`src/include/iblc_map.svh`:
```
// register offsets, field positions and timing counts for the loop code block
`ifndef IBLC_MAP_SVH
`define IBLC_MAP_SVH

`define IBLC_OFF_CTRL3 8'h03
`define IBLC_OFF_CTRL6 8'h05
`define IBLC_OFF_STATUS 8'h06
`define IBLC_OFF_MASK 8'h07
`define IBLC_OFF_RXINFO2 8'h09
`define IBLC_OFF_LENCTL 8'h0A
`define IBLC_OFF_TXLO 8'h0B
`define IBLC_OFF_TXHI 8'h0C
`define IBLC_OFF_UPLO 8'h0D
`define IBLC_OFF_UPHI 8'h0E
`define IBLC_OFF_DNLO 8'h0F
`define IBLC_OFF_DNHI 8'h10

`define IBLC_RESET_BYTE 8'h00
`define IBLC_BIT_TX_EN 3
`define IBLC_BIT_AUTO_RLB_EN 5
`define IBLC_BIT_UP_DET 7
`define IBLC_BIT_DN_DET 6
`define IBLC_BIT_RLOOP 1
`define IBLC_TXLEN_HI 7
`define IBLC_TXLEN_LO 6
`define IBLC_UPLEN_HI 5
`define IBLC_UPLEN_LO 3
`define IBLC_DNLEN_HI 2
`define IBLC_DNLEN_LO 0

// bits per quality block and the errors a good block may hold
`define IBLC_BLOCK_LAST 8'hFF
`define IBLC_ERR_LIMIT 5'h08

// clocks per millisecond at 250 MHz, kept small enough for 32-bit math
`define IBLC_CYC_PER_MS 250000
`define IBLC_INTEG_MS 48
`define IBLC_HOLD_S 5
`define IBLC_INTEG_CYC (`IBLC_INTEG_MS * `IBLC_CYC_PER_MS)
`define IBLC_HOLD_CYC (`IBLC_HOLD_S * 1000 * `IBLC_CYC_PER_MS)

`endif

```
`src/include/iblc_pkg.sv`:
```
// types and length decoders for the loop code block
package iblc_pkg;

  typedef struct packed {
    logic [7:0] addr;
    logic [7:0] data;
    logic wr;
    logic rd;
  } iblc_bus_req_t;

  typedef enum logic [1:0] {
    IBLC_SEARCH,
    IBLC_VERIFY,
    IBLC_PRESENT
  } iblc_det_state_t;

  // transmit length select to pattern length in bits
  function automatic logic [4:0] iblcTxLen(input logic [1:0] sel);
    case (sel)
      2'h0: iblcTxLen = 5'h05;
      2'h1: iblcTxLen = 5'h06;
      2'h2: iblcTxLen = 5'h07;
      default: iblcTxLen = 5'h10;
    endcase
  endfunction

  // receive length code to pattern length in bits
  function automatic logic [4:0] iblcRxLen(input logic [2:0] code);
    if (code == 3'h7) begin
      iblcRxLen = 5'h10;
    end else begin
      iblcRxLen = {2'h0, code} + 5'h01;
    end
  endfunction

endpackage

```
`src/hw/iblc_loop_code.sv`:
```
// in-band loop code generator, two detectors and their registers
// Behaviour
// - transmit length: 00 five, 01 six, 10 seven, 11 sixteen bits
// - pattern replaces transmit data only while transmit enable is set
// - bit 7 of the low transmit byte goes out first
// - unused low byte bits are skipped for lengths five to seven
// - high transmit byte holds pattern bits 7 down to 0
// - separate loop-up and loop-down detectors, each with two bytes
// - receive length codes 0-6 give 1-7 bits, code 7 gives 16
// - length control: transmit 7:6, loop-up 5:3, loop-down 2:0
// - receive lengths 1-7 compare only top bits of the low byte
// - bit 7 of each low receive byte is the first compared bit
// - detection survives one bit error per hundred
// - after 48 ms integration set loop-up status 7 or loop-down 6
// - detect bits stay latched; interrupt only where mask bit is 1
// - auto remote loopback after 5 s up, held until 5 s down
`timescale 1ns/1ps
`include "iblc_map.svh"

module iblc_loop_code #(
  parameter int unsigned INTEG_CYC = `IBLC_INTEG_CYC,
  parameter int unsigned HOLD_CYC = `IBLC_HOLD_CYC
) (
  input wire logic clk,
  input wire logic rst_b,
  input wire iblc_pkg::iblc_bus_req_t busReq,
  output logic [7:0] rdData,
  input wire logic txBitStrobe,
  input wire logic txDataIn,
  output logic txDataOut,
  input wire logic rxBitValid,
  input wire logic rxBit,
  output logic intReq,
  output logic remoteLoopback
);

  logic [7:0] ctrl3_reg;
  logic [7:0] ctrl6_reg;
  logic [7:0] mask_reg;
  logic [7:0] lenCtl_reg;
  logic [7:0] txLo_reg;
  logic [7:0] txHi_reg;
  logic [7:0] upLo_reg;
  logic [7:0] upHi_reg;
  logic [7:0] dnLo_reg;
  logic [7:0] dnHi_reg;
  logic [1:0] status_reg;
  logic [1:0] status_next;
  logic remoteLoop_reg;
  logic [31:0] holdCnt_reg;
  logic [3:0] txIdx_reg;
  logic [4:0] txLen;
  logic [15:0] txWord;
  logic txEnable;
  logic upPresent;
  logic dnPresent;
  logic statusRead;
  logic [7:0] rdMux;

  // register writes
  always_ff @(posedge clk) begin
    if (!rst_b) begin
      ctrl3_reg <= `IBLC_RESET_BYTE;
      ctrl6_reg <= `IBLC_RESET_BYTE;
      mask_reg <= `IBLC_RESET_BYTE;
      lenCtl_reg <= `IBLC_RESET_BYTE;
      txLo_reg <= `IBLC_RESET_BYTE;
      txHi_reg <= `IBLC_RESET_BYTE;
      upLo_reg <= `IBLC_RESET_BYTE;
      upHi_reg <= `IBLC_RESET_BYTE;
      dnLo_reg <= `IBLC_RESET_BYTE;
      dnHi_reg <= `IBLC_RESET_BYTE;
    end else if (busReq.wr) begin
      case (busReq.addr)
        `IBLC_OFF_CTRL3: ctrl3_reg <= busReq.data;
        `IBLC_OFF_CTRL6: ctrl6_reg <= busReq.data;
        `IBLC_OFF_MASK: mask_reg <= busReq.data;
        `IBLC_OFF_LENCTL: lenCtl_reg <= busReq.data;
        `IBLC_OFF_TXLO: txLo_reg <= busReq.data;
        `IBLC_OFF_TXHI: txHi_reg <= busReq.data;
        `IBLC_OFF_UPLO: upLo_reg <= busReq.data;
        `IBLC_OFF_UPHI: upHi_reg <= busReq.data;
        `IBLC_OFF_DNLO: dnLo_reg <= busReq.data;
        `IBLC_OFF_DNHI: dnHi_reg <= busReq.data;
        default: ;
      endcase
    end
  end

  // read mux, unmapped offsets read zero
  always_comb begin
    case (busReq.addr)
      `IBLC_OFF_CTRL3: rdMux = ctrl3_reg;
      `IBLC_OFF_CTRL6: rdMux = ctrl6_reg;
      `IBLC_OFF_STATUS: rdMux = {status_reg, 6'h00};
      `IBLC_OFF_MASK: rdMux = mask_reg;
      `IBLC_OFF_RXINFO2: rdMux = {6'h00, remoteLoop_reg, 1'b0};
      `IBLC_OFF_LENCTL: rdMux = lenCtl_reg;
      `IBLC_OFF_TXLO: rdMux = txLo_reg;
      `IBLC_OFF_TXHI: rdMux = txHi_reg;
      `IBLC_OFF_UPLO: rdMux = upLo_reg;
      `IBLC_OFF_UPHI: rdMux = upHi_reg;
      `IBLC_OFF_DNLO: rdMux = dnLo_reg;
      `IBLC_OFF_DNHI: rdMux = dnHi_reg;
      default: rdMux = 8'h00;
    endcase
  end

  // read data register, updated on each read strobe
  always_ff @(posedge clk) begin
    if (!rst_b) begin
      rdData <= 8'h00;
    end else if (busReq.rd) begin
      rdData <= rdMux;
    end
  end

  // transmit pattern: low byte first, its bit 7 leads
  assign txEnable = ctrl3_reg[`IBLC_BIT_TX_EN];
  assign txLen = iblc_pkg::iblcTxLen(
    lenCtl_reg[`IBLC_TXLEN_HI:`IBLC_TXLEN_LO]);
  assign txWord = {txLo_reg, txHi_reg};

  // bit index inside the pattern, restarts when disabled
  always_ff @(posedge clk) begin
    if (!rst_b) begin
      txIdx_reg <= 4'h0;
    end else if (!txEnable) begin
      txIdx_reg <= 4'h0;
    end else if (txBitStrobe) begin
      if ({1'b0, txIdx_reg} >= txLen - 5'h01) begin
        txIdx_reg <= 4'h0;
      end else begin
        txIdx_reg <= txIdx_reg + 4'h1;
      end
    end
  end

  // outgoing bit: pattern while enabled, else pass-through
  always_ff @(posedge clk) begin
    if (!rst_b) begin
      txDataOut <= 1'b0;
    end else if (txBitStrobe) begin
      txDataOut <= txEnable ? txWord[4'hF - txIdx_reg] : txDataIn;
    end
  end

  // loop-up and loop-down detectors
  iblc_code_detector #(.INTEG_CYC(INTEG_CYC)) upDet (
    .clk(clk),
    .rst_b(rst_b),
    .bitValid(rxBitValid),
    .rxBit(rxBit),
    .pattern({upLo_reg, upHi_reg}),
    .patLen(iblc_pkg::iblcRxLen(
      lenCtl_reg[`IBLC_UPLEN_HI:`IBLC_UPLEN_LO])),
    .present(upPresent)
  );

  iblc_code_detector #(.INTEG_CYC(INTEG_CYC)) dnDet (
    .clk(clk),
    .rst_b(rst_b),
    .bitValid(rxBitValid),
    .rxBit(rxBit),
    .pattern({dnLo_reg, dnHi_reg}),
    .patLen(iblc_pkg::iblcRxLen(
      lenCtl_reg[`IBLC_DNLEN_HI:`IBLC_DNLEN_LO])),
    .present(dnPresent)
  );

  // latched detect bits, cleared by a status read, set wins
  assign statusRead = busReq.rd && busReq.addr == `IBLC_OFF_STATUS;
  assign status_next = (statusRead ? 2'h0 : status_reg) |
                       {upPresent, dnPresent};

  always_ff @(posedge clk) begin
    if (!rst_b) begin
      status_reg <= 2'h0;
    end else begin
      status_reg <= status_next;
    end
  end

  assign intReq = |(status_reg &
    mask_reg[`IBLC_BIT_UP_DET:`IBLC_BIT_DN_DET]);

  // automatic remote loopback: 5 s of up sets, 5 s of down clears
  always_ff @(posedge clk) begin
    if (!rst_b || !ctrl6_reg[`IBLC_BIT_AUTO_RLB_EN]) begin
      remoteLoop_reg <= 1'b0;
      holdCnt_reg <= 32'h0000_0000;
    end else if (remoteLoop_reg ? dnPresent : upPresent) begin
      if (holdCnt_reg >= HOLD_CYC - 1) begin
        remoteLoop_reg <= !remoteLoop_reg;
        holdCnt_reg <= 32'h0000_0000;
      end else begin
        holdCnt_reg <= holdCnt_reg + 32'h0000_0001;
      end
    end else begin
      holdCnt_reg <= 32'h0000_0000;
    end
  end

  assign remoteLoopback = remoteLoop_reg;
endmodule

```
`src/hw/iblc_code_detector.sv`:
```
// one repeating loop code detector with error tolerant integration
`timescale 1ns/1ps
`include "iblc_map.svh"

module iblc_code_detector #(
  parameter int unsigned INTEG_CYC = `IBLC_INTEG_CYC
) (
  input wire logic clk,
  input wire logic rst_b,
  input wire logic bitValid,
  input wire logic rxBit,
  input wire logic [15:0] pattern,
  input wire logic [4:0] patLen,
  output logic present
);

  logic [3:0] phase_reg;
  logic [7:0] blkCnt_reg;
  logic [4:0] errCnt_reg;
  logic [31:0] timer_reg;
  iblc_pkg::iblc_det_state_t state_reg;
  logic mismatch;
  logic [4:0] errNext;
  logic blockEnd;
  logic blockBad;

  // expected bit, first bit at pattern msb
  assign mismatch = rxBit != pattern[4'hF - phase_reg];
  assign errNext = (mismatch && errCnt_reg != 5'h1F) ?
                   errCnt_reg + 5'h01 : errCnt_reg;
  assign blockEnd = bitValid && blkCnt_reg == `IBLC_BLOCK_LAST;
  assign blockBad = errNext > `IBLC_ERR_LIMIT;
  assign present = state_reg == iblc_pkg::IBLC_PRESENT;

  // phase within the pattern, held one bit on a bad block to slip
  always_ff @(posedge clk) begin
    if (!rst_b) begin
      phase_reg <= 4'h0;
    end else if (bitValid && !(blockEnd && blockBad)) begin
      if ({1'b0, phase_reg} >= patLen - 5'h01) begin
        phase_reg <= 4'h0;
      end else begin
        phase_reg <= phase_reg + 4'h1;
      end
    end
  end

  // bit and error counts per quality block
  always_ff @(posedge clk) begin
    if (!rst_b) begin
      blkCnt_reg <= 8'h00;
      errCnt_reg <= 5'h00;
    end else if (bitValid) begin
      blkCnt_reg <= blkCnt_reg + 8'h01;
      errCnt_reg <= blockEnd ? 5'h00 : errNext;
    end
  end

  // integration state
  always_ff @(posedge clk) begin
    if (!rst_b) begin
      state_reg <= iblc_pkg::IBLC_SEARCH;
      timer_reg <= 32'h0000_0000;
    end else begin
      case (state_reg)
        iblc_pkg::IBLC_SEARCH: begin
          timer_reg <= 32'h0000_0000;
          if (blockEnd && !blockBad) begin
            state_reg <= iblc_pkg::IBLC_VERIFY;
          end
        end
        iblc_pkg::IBLC_VERIFY: begin
          timer_reg <= timer_reg + 32'h0000_0001;
          if (blockEnd && blockBad) begin
            state_reg <= iblc_pkg::IBLC_SEARCH;
          end else if (timer_reg >= INTEG_CYC - 1) begin
            state_reg <= iblc_pkg::IBLC_PRESENT;
          end
        end
        iblc_pkg::IBLC_PRESENT: begin
          if (blockEnd && blockBad) begin
            state_reg <= iblc_pkg::IBLC_SEARCH;
          end
        end
        default: state_reg <= iblc_pkg::IBLC_SEARCH;
      endcase
    end
  end
endmodule

```
`config.mk`:
```
export PLATFORM = sky130hd
export DESIGN_NAME = iblc_loop_code
export DESIGN_NICKNAME = d
export VERILOG_FILES = /design/src/include/iblc_pkg.sv /design/src/hw/iblc_loop_code.sv /design/src/hw/iblc_code_detector.sv
export VERILOG_INCLUDE_DIRS = /design/src /design/src/include
export SDC_FILE = /design/constraint.sdc
export NUM_CORES = 1
export LEC_CHECK = 0
export ABC_AREA = 0
export BUFFER_PORTS_ARGS = -buffer_cell sky130_fd_sc_hd__buf_2
export CAP_MARGIN = 0
export CORE_ASPECT_RATIO = 1.25
export CORE_UTILIZATION = 67
export DETAILED_ROUTE_END_ITERATION = 7
export PLACE_DENSITY = 0.94
export SKIP_CTS_REPAIR_TIMING = 1
export SLEW_MARGIN = 40
export SYNTH_ARGS = -nofsm -noshare
export SYNTH_HDL_FRONTEND = slang
export SYNTH_SLANG_ARGS = --single-unit
```
`constraint.sdc`:
```
create_clock -name clk -period 8.6 [get_ports clk]
set_clock_uncertainty 0.1 [all_clocks]
set_input_delay 0 -clock clk [delete_from_list [all_inputs] [get_ports clk]]
set_output_delay 0 -clock clk [all_outputs]
set_load 0.005 [all_outputs]
```
==> reports/metrics.yaml <==
cts:
  clk_path_buf_depth: 3
  cts.root.buffer_cell: "sky130_fd_sc_hd__clkbuf_16"
  htree_num_levels: 1
  cts.clk_slew.worst_paths_ns: 0.07
  tritoncts_clock_tree: "yes"
  insertion_delay_ns: 0.53
  cts_inserted_buffers: 23
  tritoncts_num_sinks: 230
worst_setup_path:
  critical_path.startpoint_type: "flop"
  cp.arrival_ns: 3.54
  maximum_fanout_count_along_the_critical_path: 8
  regToRegStartpoint: "dnDet.phase_reg[1]"
  worstSetupPathType: "reg2reg"
  worstPathRequired_ns: 8.97
  startpoint: "dnDet.phase_reg[1]"
  setup.worst_path.end_class: "flop"
synthesis:
  synthesis.area_sq_um: 11480
  synth_area_per_cell_sq_um: 8.564
  synthFlopType: "sky130_fd_sc_hd__dfxtp_1"
  synth.net_count: 1399
  ys_seq_elements: 230
  netlist-cell-type-count: 69
  post_synth_inst_count: 1341
  share_of_the_yosys_chip_area_belonging_to_registers_pct: 40.09
  synth-edff-count: 0
  ys_warn_count: 0
  asyncSetResetFlopFracSynth_pct: 0
grt:
  overflow: 0
  first_pass_grt_wire_length_um: 47310
  grt_max_degree: 99
  global_route.usage.total_pct: 32.63
  grt_pass1_vias: 9895
  antenna_found_initial: 0
power:
  max-vdd-ir-drop_mv: 0.1761
  power_density_nw_per_um2: 176.6
  power.leakage_nw: 4.287
hold_path:
  worstHoldPathType: "in2reg"
  worstHoldStart: "busReq[12]"
placement:
  placer_congestion: 0.9415
  portBuffers: 34
  detailed_place_hpwl_um: 18730
detailed_routing:
  post_drt_antenna_nets: 0
  detail_route.first_pass.iterations: 6
  routed-via-count: 10330
  route.detailed.drc: 0
  avgViaCountPerCell: 6.506
  detail_route.wirelength_um: 29710
  drt-initial-drc-count: 1184
  wl_per_cell_um: 18.71
run_status:
  failed_checks: "hold timing"
  outcome: "complete, but fails checks"
sta:
  setup_viol: 0
  timing_max_transition_violations_final: 0
  totalNegativeSetupSlack_ns: 0
  worst_slew_margin_rel_pct: 45.32
  period_minus_slack_ns: 3.173
  hold_violations: 1
  post_route_hold_slack_ns: -0.03961
  rsz0062_at_grt: "false"
  post-route-period-util_pct: 36.90
  worst-slew-pin-transition_ns: 0.8185
  fmax_mhz: 315.1
floorplan:
  die_h_um: 148.4
  die_area_sq_um: 17670
  die_width_um: 119.1
  core_area_sq_um: 16780
  initial_standard_cell_utilization_of_the_core_pct: 68.45
  floorplan.rows: 53
  io_pins: 35
layout:
  layout.cells.most_common_list: "sky130_fd_sc_hd__dfxtp_1, sky130_fd_sc_hd__nand2_1, sky130_fd_sc_hd__nor2_1"
  fraction_of_final_layout_cells_with_drive_strength_greater_than_1_pct: 8.187
  antennaDiodeCount: 0
  final_net_count: 1410
  area_growth_syn_to_layout_pct: 11.10
  layout_commonest_cell: "sky130_fd_sc_hd__dfxtp_1"
run:
  drv_cap: 0
==> synth_stat cells, types with 8 or more instances <==
cell type | n | area (sq um)
sky130_fd_sc_hd__a22oi_1 | 29 | 217.7
sky130_fd_sc_hd__and4_1 | 20 | 175.2
sky130_fd_sc_hd__ha_1 | 34 | 425.4
sky130_fd_sc_hd__xnor2_1 | 40 | 350.3
sky130_fd_sc_hd__and2_1 | 21 | 131.4
sky130_fd_sc_hd__nor2_1 | 137 | 514.2
sky130_fd_sc_hd__xor2_1 | 61 | 534.3
sky130_fd_sc_hd__nor2b_1 | 23 | 143.9
sky130_fd_sc_hd__inv_1 | 22 | 82.58
sky130_fd_sc_hd__a21oi_1 | 36 | 180.2
sky130_fd_sc_hd__nor4_1 | 8 | 50.05
sky130_fd_sc_hd__nand2b_1 | 15 | 93.84
sky130_fd_sc_hd__a21o_1 | 9 | 67.56
sky130_fd_sc_hd__clkbuf_1 | 66 | 247.7
sky130_fd_sc_hd__o21ai_0 | 30 | 150.1
sky130_fd_sc_hd__dfxtp_1 | 230 | 4604
sky130_fd_sc_hd__nor3_1 | 14 | 70.07
sky130_fd_sc_hd__nand3_1 | 123 | 615.6
sky130_fd_sc_hd__a21boi_0 | 84 | 630.6
sky130_fd_sc_hd__nand2_1 | 163 | 611.8
sky130_fd_sc_hd__nand4_1 | 35 | 219.0
sky130_fd_sc_hd__and3_1 | 14 | 87.58
sky130_fd_sc_hd__or3_1 | 13 | 81.33
sky130_fd_sc_hd__mux4_2 | 13 | 292.8
==> layer usage <==
layer / GRT usage [%] / vias up / part of all wire [%]
li1: - / 4776 / -
met1: 37.07 / 4878 / 37
met2: 57.73 / 523 / 50
met3: 4.870 / 155 / 7.6
met4: 19.62 / 0 / 5.3
met5: 0 / - / 0
==> critical path, stage by stage, from the launching register on <==
cell	delay (ns)
sky130_fd_sc_hd__dfxtp_1	0.53
sky130_fd_sc_hd__mux4_1	0.61
sky130_fd_sc_hd__mux4_2	0.54
sky130_fd_sc_hd__xnor2_4	0.17
sky130_fd_sc_hd__a2111oi_2	0.39
sky130_fd_sc_hd__o31ai_4	0.17
sky130_fd_sc_hd__nor4b_1	0.41
sky130_fd_sc_hd__o21a_1	0.18
==> final cells by class <==
| type | count | area, sq um |
|---|---|---|
| clock inverter | 9 | 163.9 |
| timing repair buffer | 57 | 392.9 |
| fill | 1035 | 4018 |
| multi-input combinational | 1018 | 6571 |
| inverter | 22 | 82.58 |
| clock buffer | 32 | 669.4 |
| tap | 220 | 275.3 |
| sequential | 230 | 4604 |
==> report_power, final <==
part	internal, W	switching (W)	total [W]
clock	0.000667	0.000432	0.00110
sequential	0.00107	0.00000597	0.00108
combinational	0.0000288	0.0000489	0.0000777
total	0.00177	0.000487	0.00225
==> kinds of logic (layout without fill, tap and decap cells) <==
family	after synthesis	in the layout	share of synthesized area [%]
XOR/XNOR	102	102	7.942
AO/OA/AOI/OAI	250	250	15.51
adder cells (fa/ha/maj)	34	34	3.704
other	1	1	0.03265
AND/OR/NAND/NOR	608	608	25.86
multiplexers	23	23	3.715
flip-flops	230	230	40.09
buffers and inverters	93	120	3.138
==> metrics by stage <==
stage | setup WS [ns] | util, % | instance area (sq um) | total power [W] | instances
2_1_floorplan | 5.744 | - | 11480 | 0.001146 | 1341
3_3_place_gp | 5.655 | 69.85 | 11720 | 0.001166 | 1531
3_5_place_dp | 5.495 | 70.05 | 11750 | 0.001168 | 1531
4_1_cts | 5.471 | 75.02 | 12590 | 0.002243 | 1572
5_1_grt | 5.292 | 76.05 | 12760 | 0.002311 | 1588
6_report | 5.427 | 76.05 | 12760 | 0.002253 | 1588
==> worst paths after layout <==
check                            end  slack (ns)  cells after the start
setup reg to reg  dnDet.phase_reg[3]        5.43                      7
hold / removal             rdData[0]       -0.04                      5
hold reg to reg         ctrl6_reg[0]        0.37                      2
setup / recovery  dnDet.phase_reg[3]        5.43                      7
(Power assumes the default switching activity.)
